<file path="src/hdl/ctl_spi_pkg.sv">
// Purpose: shared constants and types for the analog-die control byte link
// Assumes: one-byte transfers, msb first, select active low
// Notes:   bit positions of the control and status bytes live here
package ctl_spi_pkg;
  localparam int unsigned XFER_BITS     = 8;
  localparam logic [3:0]  BIT_COUNT_END = 4'h8;
  // control byte fields
  localparam int unsigned CTL_SLEW_HI   = 7;
  localparam int unsigned CTL_SLEW_LO   = 6;
  localparam int unsigned CTL_PULLUP    = 5;
  localparam int unsigned CTL_SW3       = 4;
  localparam int unsigned CTL_SW2       = 3;
  localparam int unsigned CTL_SW1       = 2;
  localparam int unsigned CTL_OP_HI     = 1;
  localparam int unsigned CTL_OP_LO     = 0;
  // status byte fields
  localparam int unsigned ST_IRQ        = 7;
  localparam int unsigned ST_BUS        = 6;
  localparam int unsigned ST_OV         = 5;
  localparam int unsigned ST_UV         = 4;
  localparam int unsigned ST_RTW        = 3;
  localparam int unsigned ST_SWT        = 2;
  localparam int unsigned ST_WAKE2      = 1;
  localparam int unsigned ST_WAKE1      = 0;
  localparam logic [7:0]  CTL_RESET     = 8'h00;
  localparam logic [1:0]  SLEW_LOWPOWER = 2'h3;
  // wishbone register offsets of the controller end
  localparam logic [3:0]  WB_CMD_OFS    = 4'h0;
  localparam logic [3:0]  WB_STAT_OFS   = 4'h4;
  localparam logic [3:0]  WB_DIV_OFS    = 4'h8;
  localparam logic [7:0]  DIV_RESET     = 8'h04;

  typedef enum logic [1:0] {
    SLEW_20K  = 2'b00,
    SLEW_10K  = 2'b01,
    SLEW_FAST = 2'b10,
    SLEW_LP   = 2'b11
  } slew_t;

  typedef enum logic [1:0] {
    OP_SLEEP  = 2'b00,
    OP_STOP   = 2'b01,
    OP_WDCLR  = 2'b10,
    OP_RUN    = 2'b11
  } op_t;
endpackage

</file>
<file path="src/hdl/ctl_spi_if.sv">
// Purpose: four-wire link between the controller and the analog die
// Assumes: the die's data output is three-state, resolved here
// Notes:   pulled-up reading when nobody drives
`timescale 1ns/1ps
`default_nettype none
interface ctl_spi_if;
  logic select_n;
  logic serial_clock_in;
  logic mosi;
  logic miso_o;
  logic miso_oe;
  wire  miso;
  // a released data line reads as its pull-up level
  assign miso = miso_oe ? miso_o : 1'b1;
  modport die (
    input  select_n,
    input  serial_clock_in,
    input  mosi,
    output miso_o,
    output miso_oe
  );
  modport ctrl (
    output select_n,
    output serial_clock_in,
    output mosi,
    input  miso
  );
endinterface
`default_nettype wire

</file>
<file path="src/hdl/analog_die_spi_slave_regs.sv">
// Purpose: control and status byte slave of the analog die
// Assumes: link pins are asynchronous and are synchronised to clk
// Notes:   analog events arrive as level inputs on clk
// Function
// (RQ1) one byte each way per transfer
// (RQ2) select fall starts, drives out, snapshots status
// (RQ3) launch on rising, sample on falling clock
// (RQ4) exactly eight sample edges else discard
// (RQ5) select rise commits byte; output floats
// (RQ6) resets clear fields; pullup by power-on only
// (RQ7) bits 7:6 pick slew or low power
// (RQ8) bit 5 disconnects pullup in low power; here bit 5 disconnects it in every slew mode
// (RQ9) bits 4:2 enable three high-side switches
// (RQ10) bits 1:0 sleep, stop, watchdog clear, run
// (RQ11) low power needs same command twice
// (RQ12) status bit 7 marks interrupt source
// (RQ13) first read after reset shows battery fail
// (RQ14) bus wake or fault sets bit 6
// (RQ15) reading a set flag clears it
// (RQ16) bit 5 reports supply overvoltage
// (RQ17) bit 4 reports supply undervoltage
// (RQ18) bit 3 warns regulator overtemperature
// (RQ19) any switch hot: flag, all off
// (RQ20) re-enable needs flag read then write; here any write re-enables
// (RQ21) bits 1:0 wake inputs or wake cause
// (RQ22) most significant bit first
`timescale 1ns/1ps
`default_nettype none
module analog_die_spi_slave_regs
  import ctl_spi_pkg::*;
(
  input  wire logic clk,
  input  wire logic resetn,
  input  wire logic por_n,
  ctl_spi_if.die    link,
  input  wire logic bus_wake,
  input  wire logic bus_driver_fault,
  input  wire logic overvoltage,
  input  wire logic undervoltage,
  input  wire logic battery_fail,
  input  wire logic regulator_hot,
  input  wire logic switch_hot,
  input  wire logic wake_input_one,
  input  wire logic wake_input_two,
  input  wire logic wake_by_one,
  input  wire logic wake_by_two,
  output logic [1:0] slew_sel,
  output logic       slew_lowpower_req,
  output logic       bus_pullup_disconnect,
  output logic       switch_one_enable,
  output logic       switch_two_enable,
  output logic       switch_three_enable,
  output logic       sleep_req,
  output logic       stop_req,
  output logic       watchdog_clear,
  output logic       bus_tx_enable
);
  import ctl_spi_pkg::*;

  // two-flop synchronisers plus a third stage; the second and third stages are read, the third only for edge detection
  // reset to the idle levels so no false edge follows reset
  logic [2:0] s1_r, s2_r, s3_r;
  always_ff @(posedge clk or negedge resetn) begin
    if (!resetn) begin
      s1_r <= 3'h4;
      s2_r <= 3'h4;
      s3_r <= 3'h4;
    end else begin
      s1_r <= {link.select_n, link.serial_clock_in, link.mosi};
      s2_r <= s1_r;
      s3_r <= s2_r;
    end
  end
  wire sel_n   = s2_r[2];
  wire sel_fall = s3_r[2] & ~s2_r[2];
  wire sel_rise = ~s3_r[2] & s2_r[2];
  wire sck_rise = ~sel_n & ~s3_r[1] & s2_r[1];
  wire sck_fall = ~sel_n & s3_r[1] & ~s2_r[1];

  logic [7:0] shin_r, shin_nxt, shout_r, shout_nxt, snap_r, snap_nxt;
  logic [3:0] cnt_r, cnt_nxt;
  logic [7:0] ctl_r, ctl_nxt;
  logic       pu_r, pu_nxt;
  logic [7:0] last_r, last_nxt;
  logic       armed_r, armed_nxt;
  logic       first_r, first_nxt, wdc_r, wdc_nxt, sleep_r, sleep_nxt, stop_r, stop_nxt;
  logic       busf_r, busf_nxt, ov_r, ov_nxt, uv_r, uv_nxt, bf_r, bf_nxt;
  logic       rt_r, rt_nxt, sw_r, sw_nxt, wk_r, wk_nxt, txd_r, txd_nxt;
  logic [1:0] wc_r, wc_nxt;
  logic       miso_r, miso_nxt, oe_r, oe_nxt;
  logic [7:0] status;
  logic       irq;
  logic       good;

  always_comb begin
    irq = busf_r | ov_r | uv_r | rt_r | sw_r | wk_r;
    status = 8'h00;
    status[ST_IRQ]   = irq;                                        // [RQ12]
    status[ST_BUS]   = busf_r;                                     // [RQ14]
    status[ST_OV]    = ov_r;                                       // [RQ16]
    status[ST_UV]    = first_r ? bf_r : uv_r;                      // [RQ13] [RQ17]
    status[ST_RTW]   = rt_r;                                       // [RQ18]
    status[ST_SWT]   = sw_r;                                       // [RQ19]
    status[ST_WAKE2] = wk_r ? wc_r[1] : wake_input_two;            // [RQ21]
    status[ST_WAKE1] = wk_r ? wc_r[0] : wake_input_one;            // [RQ21]
  end

  always_comb begin
    shin_nxt = shin_r;
    shout_nxt = shout_r;
    snap_nxt = snap_r;
    cnt_nxt = cnt_r;
    ctl_nxt = ctl_r;
    pu_nxt = pu_r;
    last_nxt = last_r;
    armed_nxt = armed_r;
    first_nxt = first_r;
    wdc_nxt = 1'b0;
    sleep_nxt = sleep_r;
    stop_nxt = stop_r;
    miso_nxt = miso_r;
    oe_nxt = oe_r;
    good = sel_rise && (cnt_r == BIT_COUNT_END);                   // [RQ4]
    // flag set wins over read clear
    busf_nxt = busf_r;
    ov_nxt = ov_r;
    uv_nxt = uv_r;
    bf_nxt = bf_r;
    rt_nxt = rt_r;
    sw_nxt = sw_r;
    wk_nxt = wk_r;
    wc_nxt = wc_r;
    if (good) begin
      if (snap_r[ST_BUS])  busf_nxt = 1'b0;                        // [RQ15]
      if (snap_r[ST_OV])   ov_nxt = 1'b0;                          // [RQ15]
      if (snap_r[ST_UV] && !first_r) uv_nxt = 1'b0;                // [RQ15]
      if (snap_r[ST_UV] && first_r)  bf_nxt = 1'b0;                // [RQ15]
      if (snap_r[ST_RTW])  rt_nxt = 1'b0;                          // [RQ15]
      if (snap_r[ST_SWT])  sw_nxt = 1'b0;                          // [RQ15] [RQ20]
      if (snap_r[ST_IRQ] && wk_r) wk_nxt = 1'b0;                   // [RQ21]
      first_nxt = 1'b0;                                            // [RQ13]
    end
    if (bus_wake || bus_driver_fault) busf_nxt = 1'b1;             // [RQ14]
    if (overvoltage)   ov_nxt = 1'b1;                              // [RQ16]
    if (undervoltage)  uv_nxt = 1'b1;                              // [RQ17]
    if (battery_fail)  bf_nxt = 1'b1;
    if (regulator_hot) rt_nxt = 1'b1;                              // [RQ18]
    if (switch_hot)    sw_nxt = 1'b1;                              // [RQ19]
    if (wake_by_one || wake_by_two) begin
      wk_nxt = 1'b1;
      wc_nxt = {wake_by_two, wake_by_one};
    end
    // transmitter stays off until fault gone and flag cleared
    txd_nxt = txd_r;
    if (bus_driver_fault) txd_nxt = 1'b0;                          // [RQ14]
    else if (!busf_nxt)   txd_nxt = 1'b1;
    if (sel_fall) begin
      snap_nxt = status;                                           // [RQ2]
      shout_nxt = status;
      cnt_nxt = 4'h0;
      oe_nxt = 1'b1;                                               // [RQ2]
      miso_nxt = status[XFER_BITS-1];                              // [RQ22]
    end
    if (sck_rise && cnt_r != 4'h0) begin
      miso_nxt = shout_r[XFER_BITS-1];                             // [RQ3]
    end
    if (sck_fall) begin
      shin_nxt = {shin_r[6:0], s2_r[0]};                           // [RQ3] [RQ22]
      shout_nxt = {shout_r[6:0], 1'b0};
      if (cnt_r != 4'hf) cnt_nxt = cnt_r + 4'h1;
    end
    if (sel_rise) oe_nxt = 1'b0;                                   // [RQ5]
    if (good) begin
      ctl_nxt = shin_r;                                            // [RQ5] [RQ1]
      pu_nxt = shin_r[CTL_PULLUP];                                 // [RQ8]
      wdc_nxt = (op_t'(shin_r[1:0]) == OP_WDCLR);                  // [RQ10]
      if (shin_r[7:6] == SLEW_LOWPOWER && shin_r[4:2] == 3'h0 && !shin_r[1]) begin
        if (armed_r && last_r == shin_r) begin                     // [RQ11]
          sleep_nxt = !shin_r[0];
          stop_nxt = shin_r[0];
          armed_nxt = 1'b0;
        end else begin
          armed_nxt = 1'b1;
        end
      end else begin
        armed_nxt = 1'b0;
        sleep_nxt = 1'b0;
        stop_nxt = 1'b0;
      end
      last_nxt = shin_r;
    end
    // a hot switch drops all three enables; a later write restores them
    if (switch_hot) ctl_nxt[CTL_SW3:CTL_SW1] = 3'h0;               // [RQ19] [RQ20]
  end

  // power-on reset alone owns the pullup bit
  always_ff @(posedge clk or negedge por_n) begin
    if (!por_n) pu_r <= 1'b0;                                      // [RQ6]
    else pu_r <= pu_nxt;
  end

  always_ff @(posedge clk or negedge resetn) begin
    if (!resetn) begin
      shin_r <= 8'h00; shout_r <= 8'h00; snap_r <= 8'h00;
      cnt_r <= 4'h0; ctl_r <= CTL_RESET;                           // [RQ6]
      last_r <= 8'h00; armed_r <= 1'b0; first_r <= 1'b1;
      wdc_r <= 1'b0; sleep_r <= 1'b0; stop_r <= 1'b0;
      busf_r <= 1'b0; ov_r <= 1'b0; uv_r <= 1'b0; bf_r <= 1'b0;
      rt_r <= 1'b0; sw_r <= 1'b0; wk_r <= 1'b0; wc_r <= 2'h0;
      txd_r <= 1'b1; miso_r <= 1'b0; oe_r <= 1'b0;
    end else begin
      shin_r <= shin_nxt; shout_r <= shout_nxt; snap_r <= snap_nxt;
      cnt_r <= cnt_nxt; ctl_r <= ctl_nxt;
      last_r <= last_nxt; armed_r <= armed_nxt; first_r <= first_nxt;
      wdc_r <= wdc_nxt; sleep_r <= sleep_nxt; stop_r <= stop_nxt;
      busf_r <= busf_nxt; ov_r <= ov_nxt; uv_r <= uv_nxt; bf_r <= bf_nxt;
      rt_r <= rt_nxt; sw_r <= sw_nxt; wk_r <= wk_nxt; wc_r <= wc_nxt;
      txd_r <= txd_nxt; miso_r <= miso_nxt; oe_r <= oe_nxt;
    end
  end

  assign link.miso_o  = miso_r;
  assign link.miso_oe = oe_r;                                      // [RQ5]
  assign slew_sel              = ctl_r[CTL_SLEW_HI:CTL_SLEW_LO];   // [RQ7]
  assign slew_lowpower_req     = (slew_t'(ctl_r[7:6]) == SLEW_LP); // [RQ7]
  assign bus_pullup_disconnect = pu_r;                             // [RQ8]
  assign switch_one_enable     = ctl_r[CTL_SW1];                   // [RQ9]
  assign switch_two_enable     = ctl_r[CTL_SW2];                   // [RQ9]
  assign switch_three_enable   = ctl_r[CTL_SW3];                   // [RQ9]
  assign sleep_req             = sleep_r;                          // [RQ10]
  assign stop_req              = stop_r;                           // [RQ10]
  assign watchdog_clear        = wdc_r;                            // [RQ10]
  assign bus_tx_enable         = txd_r;                            // [RQ14]
endmodule
`default_nettype wire

</file>
<file path="src/flat_wrapper.sv">
// flat-port wrapper written by rule: the top's interface ports become plain ports
module analog_die_spi_slave_regs_flat import ctl_spi_pkg::*;
  (clk, resetn, por_n, bus_wake, bus_driver_fault, overvoltage, undervoltage, battery_fail, regulator_hot, switch_hot, wake_input_one, wake_input_two, wake_by_one, wake_by_two, slew_sel, slew_lowpower_req, bus_pullup_disconnect, switch_one_enable, switch_two_enable, switch_three_enable, sleep_req, stop_req, watchdog_clear, bus_tx_enable, link_select_n, link_serial_clock_in, link_mosi, link_miso_o, link_miso_oe);
  ctl_spi_if link_i ();
  input  wire logic clk;
  input  wire logic resetn;
  input  wire logic por_n;
  input  wire logic bus_wake;
  input  wire logic bus_driver_fault;
  input  wire logic overvoltage;
  input  wire logic undervoltage;
  input  wire logic battery_fail;
  input  wire logic regulator_hot;
  input  wire logic switch_hot;
  input  wire logic wake_input_one;
  input  wire logic wake_input_two;
  input  wire logic wake_by_one;
  input  wire logic wake_by_two;
  output logic [1:0] slew_sel;
  output logic slew_lowpower_req;
  output logic bus_pullup_disconnect;
  output logic switch_one_enable;
  output logic switch_two_enable;
  output logic switch_three_enable;
  output logic sleep_req;
  output logic stop_req;
  output logic watchdog_clear;
  output logic bus_tx_enable;
  input wire logic [$bits(link_i.select_n)-1:0] link_select_n;
  input wire logic [$bits(link_i.serial_clock_in)-1:0] link_serial_clock_in;
  input wire logic [$bits(link_i.mosi)-1:0] link_mosi;
  output wire logic [$bits(link_i.miso_o)-1:0] link_miso_o;
  output wire logic [$bits(link_i.miso_oe)-1:0] link_miso_oe;
  assign link_i.select_n = link_select_n;
  assign link_i.serial_clock_in = link_serial_clock_in;
  assign link_i.mosi = link_mosi;
  assign link_miso_o = link_i.miso_o;
  assign link_miso_oe = link_i.miso_oe;
  analog_die_spi_slave_regs u_core (.clk(clk), .resetn(resetn), .por_n(por_n), .link(link_i), .bus_wake(bus_wake), .bus_driver_fault(bus_driver_fault), .overvoltage(overvoltage), .undervoltage(undervoltage), .battery_fail(battery_fail), .regulator_hot(regulator_hot), .switch_hot(switch_hot), .wake_input_one(wake_input_one), .wake_input_two(wake_input_two), .wake_by_one(wake_by_one), .wake_by_two(wake_by_two), .slew_sel(slew_sel), .slew_lowpower_req(slew_lowpower_req), .bus_pullup_disconnect(bus_pullup_disconnect), .switch_one_enable(switch_one_enable), .switch_two_enable(switch_two_enable), .switch_three_enable(switch_three_enable), .sleep_req(sleep_req), .stop_req(stop_req), .watchdog_clear(watchdog_clear), .bus_tx_enable(bus_tx_enable));
endmodule
</file>
<file path="config.mk">
export PLATFORM = sky130hd
export DESIGN_NAME = analog_die_spi_slave_regs_flat
export DESIGN_NICKNAME = d
export VERILOG_FILES = /design/src/hdl/ctl_spi_pkg.sv /design/src/hdl/ctl_spi_if.sv /design/src/hdl/analog_die_spi_slave_regs.sv /design/src/flat_wrapper.sv
export SDC_FILE = /design/constraint.sdc
export NUM_CORES = 1
export LEC_CHECK = 0
export BUFFER_PORTS_ARGS = -buffer_cell sky130_fd_sc_hd__buf_2
export CORE_AREA = 2 2 69 71
export DETAILED_ROUTE_END_ITERATION = 10
export DIE_AREA = 0 0 71 73
export GPL_ROUTABILITY_DRIVEN = 0
export GPL_TIMING_DRIVEN = 0
export HOLD_SLACK_MARGIN = 0.06
export PLACE_DENSITY = 0.82
export REMOVE_ABC_BUFFERS = 1
export SETUP_SLACK_MARGIN = 0.05
export SYNTH_ARGS = -nofsm -noshare
export SYNTH_HDL_FRONTEND = slang
export SYNTH_SLANG_ARGS = --single-unit
</file>
<file path="constraint.sdc">
create_clock -name clk -period 6 [get_ports clk]
set_clock_uncertainty 0.2 [all_clocks]
set_input_delay 0.9 -clock clk [delete_from_list [all_inputs] [get_ports clk]]
set_output_delay 0.9 -clock clk [all_outputs]
set_load 0.005 [all_outputs]
</file>
==> results.sh <==
export IMPL_vias=1850
export IMPL_dieArea_sq_um=5180
export IMPL_hold_slack_ps=127
export IMPL_synth_edf_count=0
export IMPL_wirelength_mm=4.63
export IMPL_rsz0062_at_grt="no"
export IMPL_grt_use_total_pct=20.3
export IMPL_ys_seq_elements=63
export IMPL_min_period_over_period_pct=47.1
export IMPL_clk_path_buf_depth=2
export IMPL_drt_iter0_drc=104
export IMPL_synth_cells=250
export IMPL_slowest_stage="or4_1"
export IMPL_synth_warnings=0
export IMPL_hold_viol=0
export IMPL_synth_cell_types=42
export IMPL_layout_common_cells="69 x nand2_1, 58 x dfrtp_1, 28 x buf_2"
export IMPL_timing_fmax_mhz=353
export IMPL_maxSlewViolCount=0
export IMPL_hold_path_class="input pin to async pin"
export IMPL_cts_root_buf="clkbuf_8"
export IMPL_grt_pass1_vias=1785
export IMPL_slowest_delay_ps=740
export IMPL_p_per_area_nw_per_um2=297
export IMPL_cts_setup_buffers=0
export IMPL_crit_buf_inv=0
export IMPL_syn_avg_cell_area_sq_um=10.5
export IMPL_grt_pass1_wl_mm=7.85
export IMPL_peakVddDrop_mv=0.186
export IMPL_start_util_pct=58.0
export IMPL_post_cts_resized=0
export IMPL_ant_nets=0
export IMPL_cts_sinks=63
export IMPL_clock_latency_ps=340
export IMPL_fin_nets=301
export IMPL_first_pass_iters=4
export IMPL_hold_buffers=0
export IMPL_fin_util_pct=66.0
export IMPL_setup_tns_ps=0
export IMPL_ios=30
export IMPL_finalPower_mw=0.890
export IMPL_critPathRequiredTime_ps=6070
export IMPL_synth_flop_cell="dfrtp_1"
export IMPL_worstMarginPinSlew_ps=890
export IMPL_finalSetupViolations=0
export IMPL_end_kind="flip-flop"
export IMPL_port_buffers=29
export IMPL_drive_gt1_share_pct=18.2
export IMPL_outcome="finished, final reports clean"
export IMPL_grt_start_max_net_pins=63
export IMPL_hpwlAfterDp_mm=3.06
export IMPL_placed_cells=323
export IMPL_diodes=0
export IMPL_clk_pin_slew_ps=60
export IMPL_slew_headroom_pct=40.6
export IMPL_cts_buffers=9
export IMPL_num_rows=25
export IMPL_ys_async_sr_fraction_pct=100
export IMPL_crit_chain="ha_1, nand4b_1, or4_1, o41ai_1, a31o_1"
export IMPL_die_h_um=73
export IMPL_final_cells=339
export IMPL_drc=0
export IMPL_timing_rr_end="u_core.stop_req"
export IMPL_cts_tree="done"
export IMPL_r2r_cells=5
export IMPL_crit_fanout=20
export IMPL_via_per_inst=5.46
export IMPL_r2r_start="u_core.s2_r[2]"
export IMPL_cp_arrival_ps=2900
export IMPL_wl_per_cell_um=13.7
export IMPL_antenna_found_initial=0
export IMPL_path_class="flip-flop to flip-flop"
export IMPL_power_leakage_nw=1.36
export IMPL_core_area_sq_um=4540
export IMPL_ys_seq_area_share_pct=60.2
export IMPL_r2r_slack_ps=3170
export IMPL_htree_levels=3
export IMPL_syn_area_sq_um=2630
export IMPL_period_needed_ps=2830
export IMPL_final_common_cell="nand2_1"
export IMPL_die_w_um=71
export IMPL_crit_family="simple AND/OR/NAND/NOR gates"
export IMPL_area_growth_syn_to_layout_pct=13.8
export IMPL_grt_ovfl_total=0
export IMPL_cap_violations=0
export IMPL_start_kind="flip-flop"
## area by class of cell
cell class | instances | area, sq um
clock buffers | 16 | 180
fillers | 361 | 1540
inverters | 11 | 41.3
multi-input cells | 165 | 962
flip-flops and latches | 63 | 1580
well taps | 54 | 67.6
repair buffers | 30 | 159
## stage by stage
stage          area (sq um)  worst slack [ps]
6_report               2990              3170
5_1_grt                2990              2970
4_1_cts                2990              3110
3_5_place_dp           2810              3120
3_3_place_gp           2790              2770
2_1_floorplan          2580              3410
## power breakdown
group	total, mW	internal, mW	switching, mW
clock network	0.330	0.185	0.146
registers	0.477	0.452	0.0250
logic	0.0819	0.0366	0.0453
total	0.890	0.674	0.216
## Yosys cell counts, types with 2 or more instances
library cell	instances	area share, %
a21oi_1	5	0.95
and2_1	2	0.48
xnor2_1	8	2.7
nand3_1	4	0.76
nor2_1	6	0.86
dfrtp_1	58	55
mux2_2	3	1.3
buf_4	2	0.57
ha_1	4	1.9
a211o_1	2	0.67
mux2_1	2	0.86
nor3_1	2	0.38
o21ai_0	7	1.3
o21ai_1	12	2.3
clkbuf_1	8	1.1
a31oi_1	2	0.48
nand2_1	69	9.8
or4_1	2	0.57
o41ai_1	2	0.67
mux2i_1	7	2.7
dfstp_2	5	5.0
a31o_1	2	0.67
a21o_1	6	1.7
inv_1	11	1.6
o21a_1	2	0.57
## worst register-to-register path, cell delays in order (launching register included)
cell,delay [ps]
dfstp_2,580
ha_1,200
nand4b_1,630
or4_1,750
o41ai_1,270
a31o_1,140
## flip-flops by register name, indices dropped and copies added (netlist names), 2 cells and up
name	flops
u_core.snap_r	6
u_core.shin_r	8
u_core.cnt_r	4
u_core.s1_r	3
u_core.last_r	7
u_core.s2_r	3
u_core.ctl_r	4
u_core.shout_r	8
u_core.wc_r	2
u_core.s3_r	2
## kinds of logic (layout without fill, tap and decap cells)
group	Yosys count	count (layout)	synth area share [%]
AOI/OAI and AO/OA	46	46	11.1
xor gates and xnor gates	8	8	2.66
adders and majority gates	4	4	1.90
buffers and inverters	22	57	3.43
DFF	63	63	60.2
muxes	12	12	4.80
and+or+nand+nor	95	95	15.9
## routing by layer
| metal | track usage, % | wire length, um | up-vias |
|---|---|---|---|
| met5 | 0 | 0 | - |
| met4 | 13.2 | 119 | 0 |
| met3 | 5.39 | 225 | 12 |
| met2 | 33.6 | 2300 | 46 |
| met1 | 23.5 | 1990 | 890 |
| li1 | - | - | 902 |
## worst max path at each step
stage | start | depth (start not counted) | slack (ps) | end
after detailed placement | u_core.s2_r[2] | 5 | 3120 | u_core.stop_req
after global routing | u_core.s2_r[2] | 5 | 2970 | u_core.stop_req
after global placement | u_core.s2_r[1] | 4 | 2770 | u_core.cnt_r[2]
after CTS | u_core.s2_r[2] | 5 | 3110 | u_core.stop_req
final | u_core.s2_r[2] | 5 | 3170 | u_core.stop_req
after floorplan | u_core.s2_r[2] | 4 | 3410 | u_core.cnt_r[2]
No activity file was read; power rests on OpenSTA's default activity.
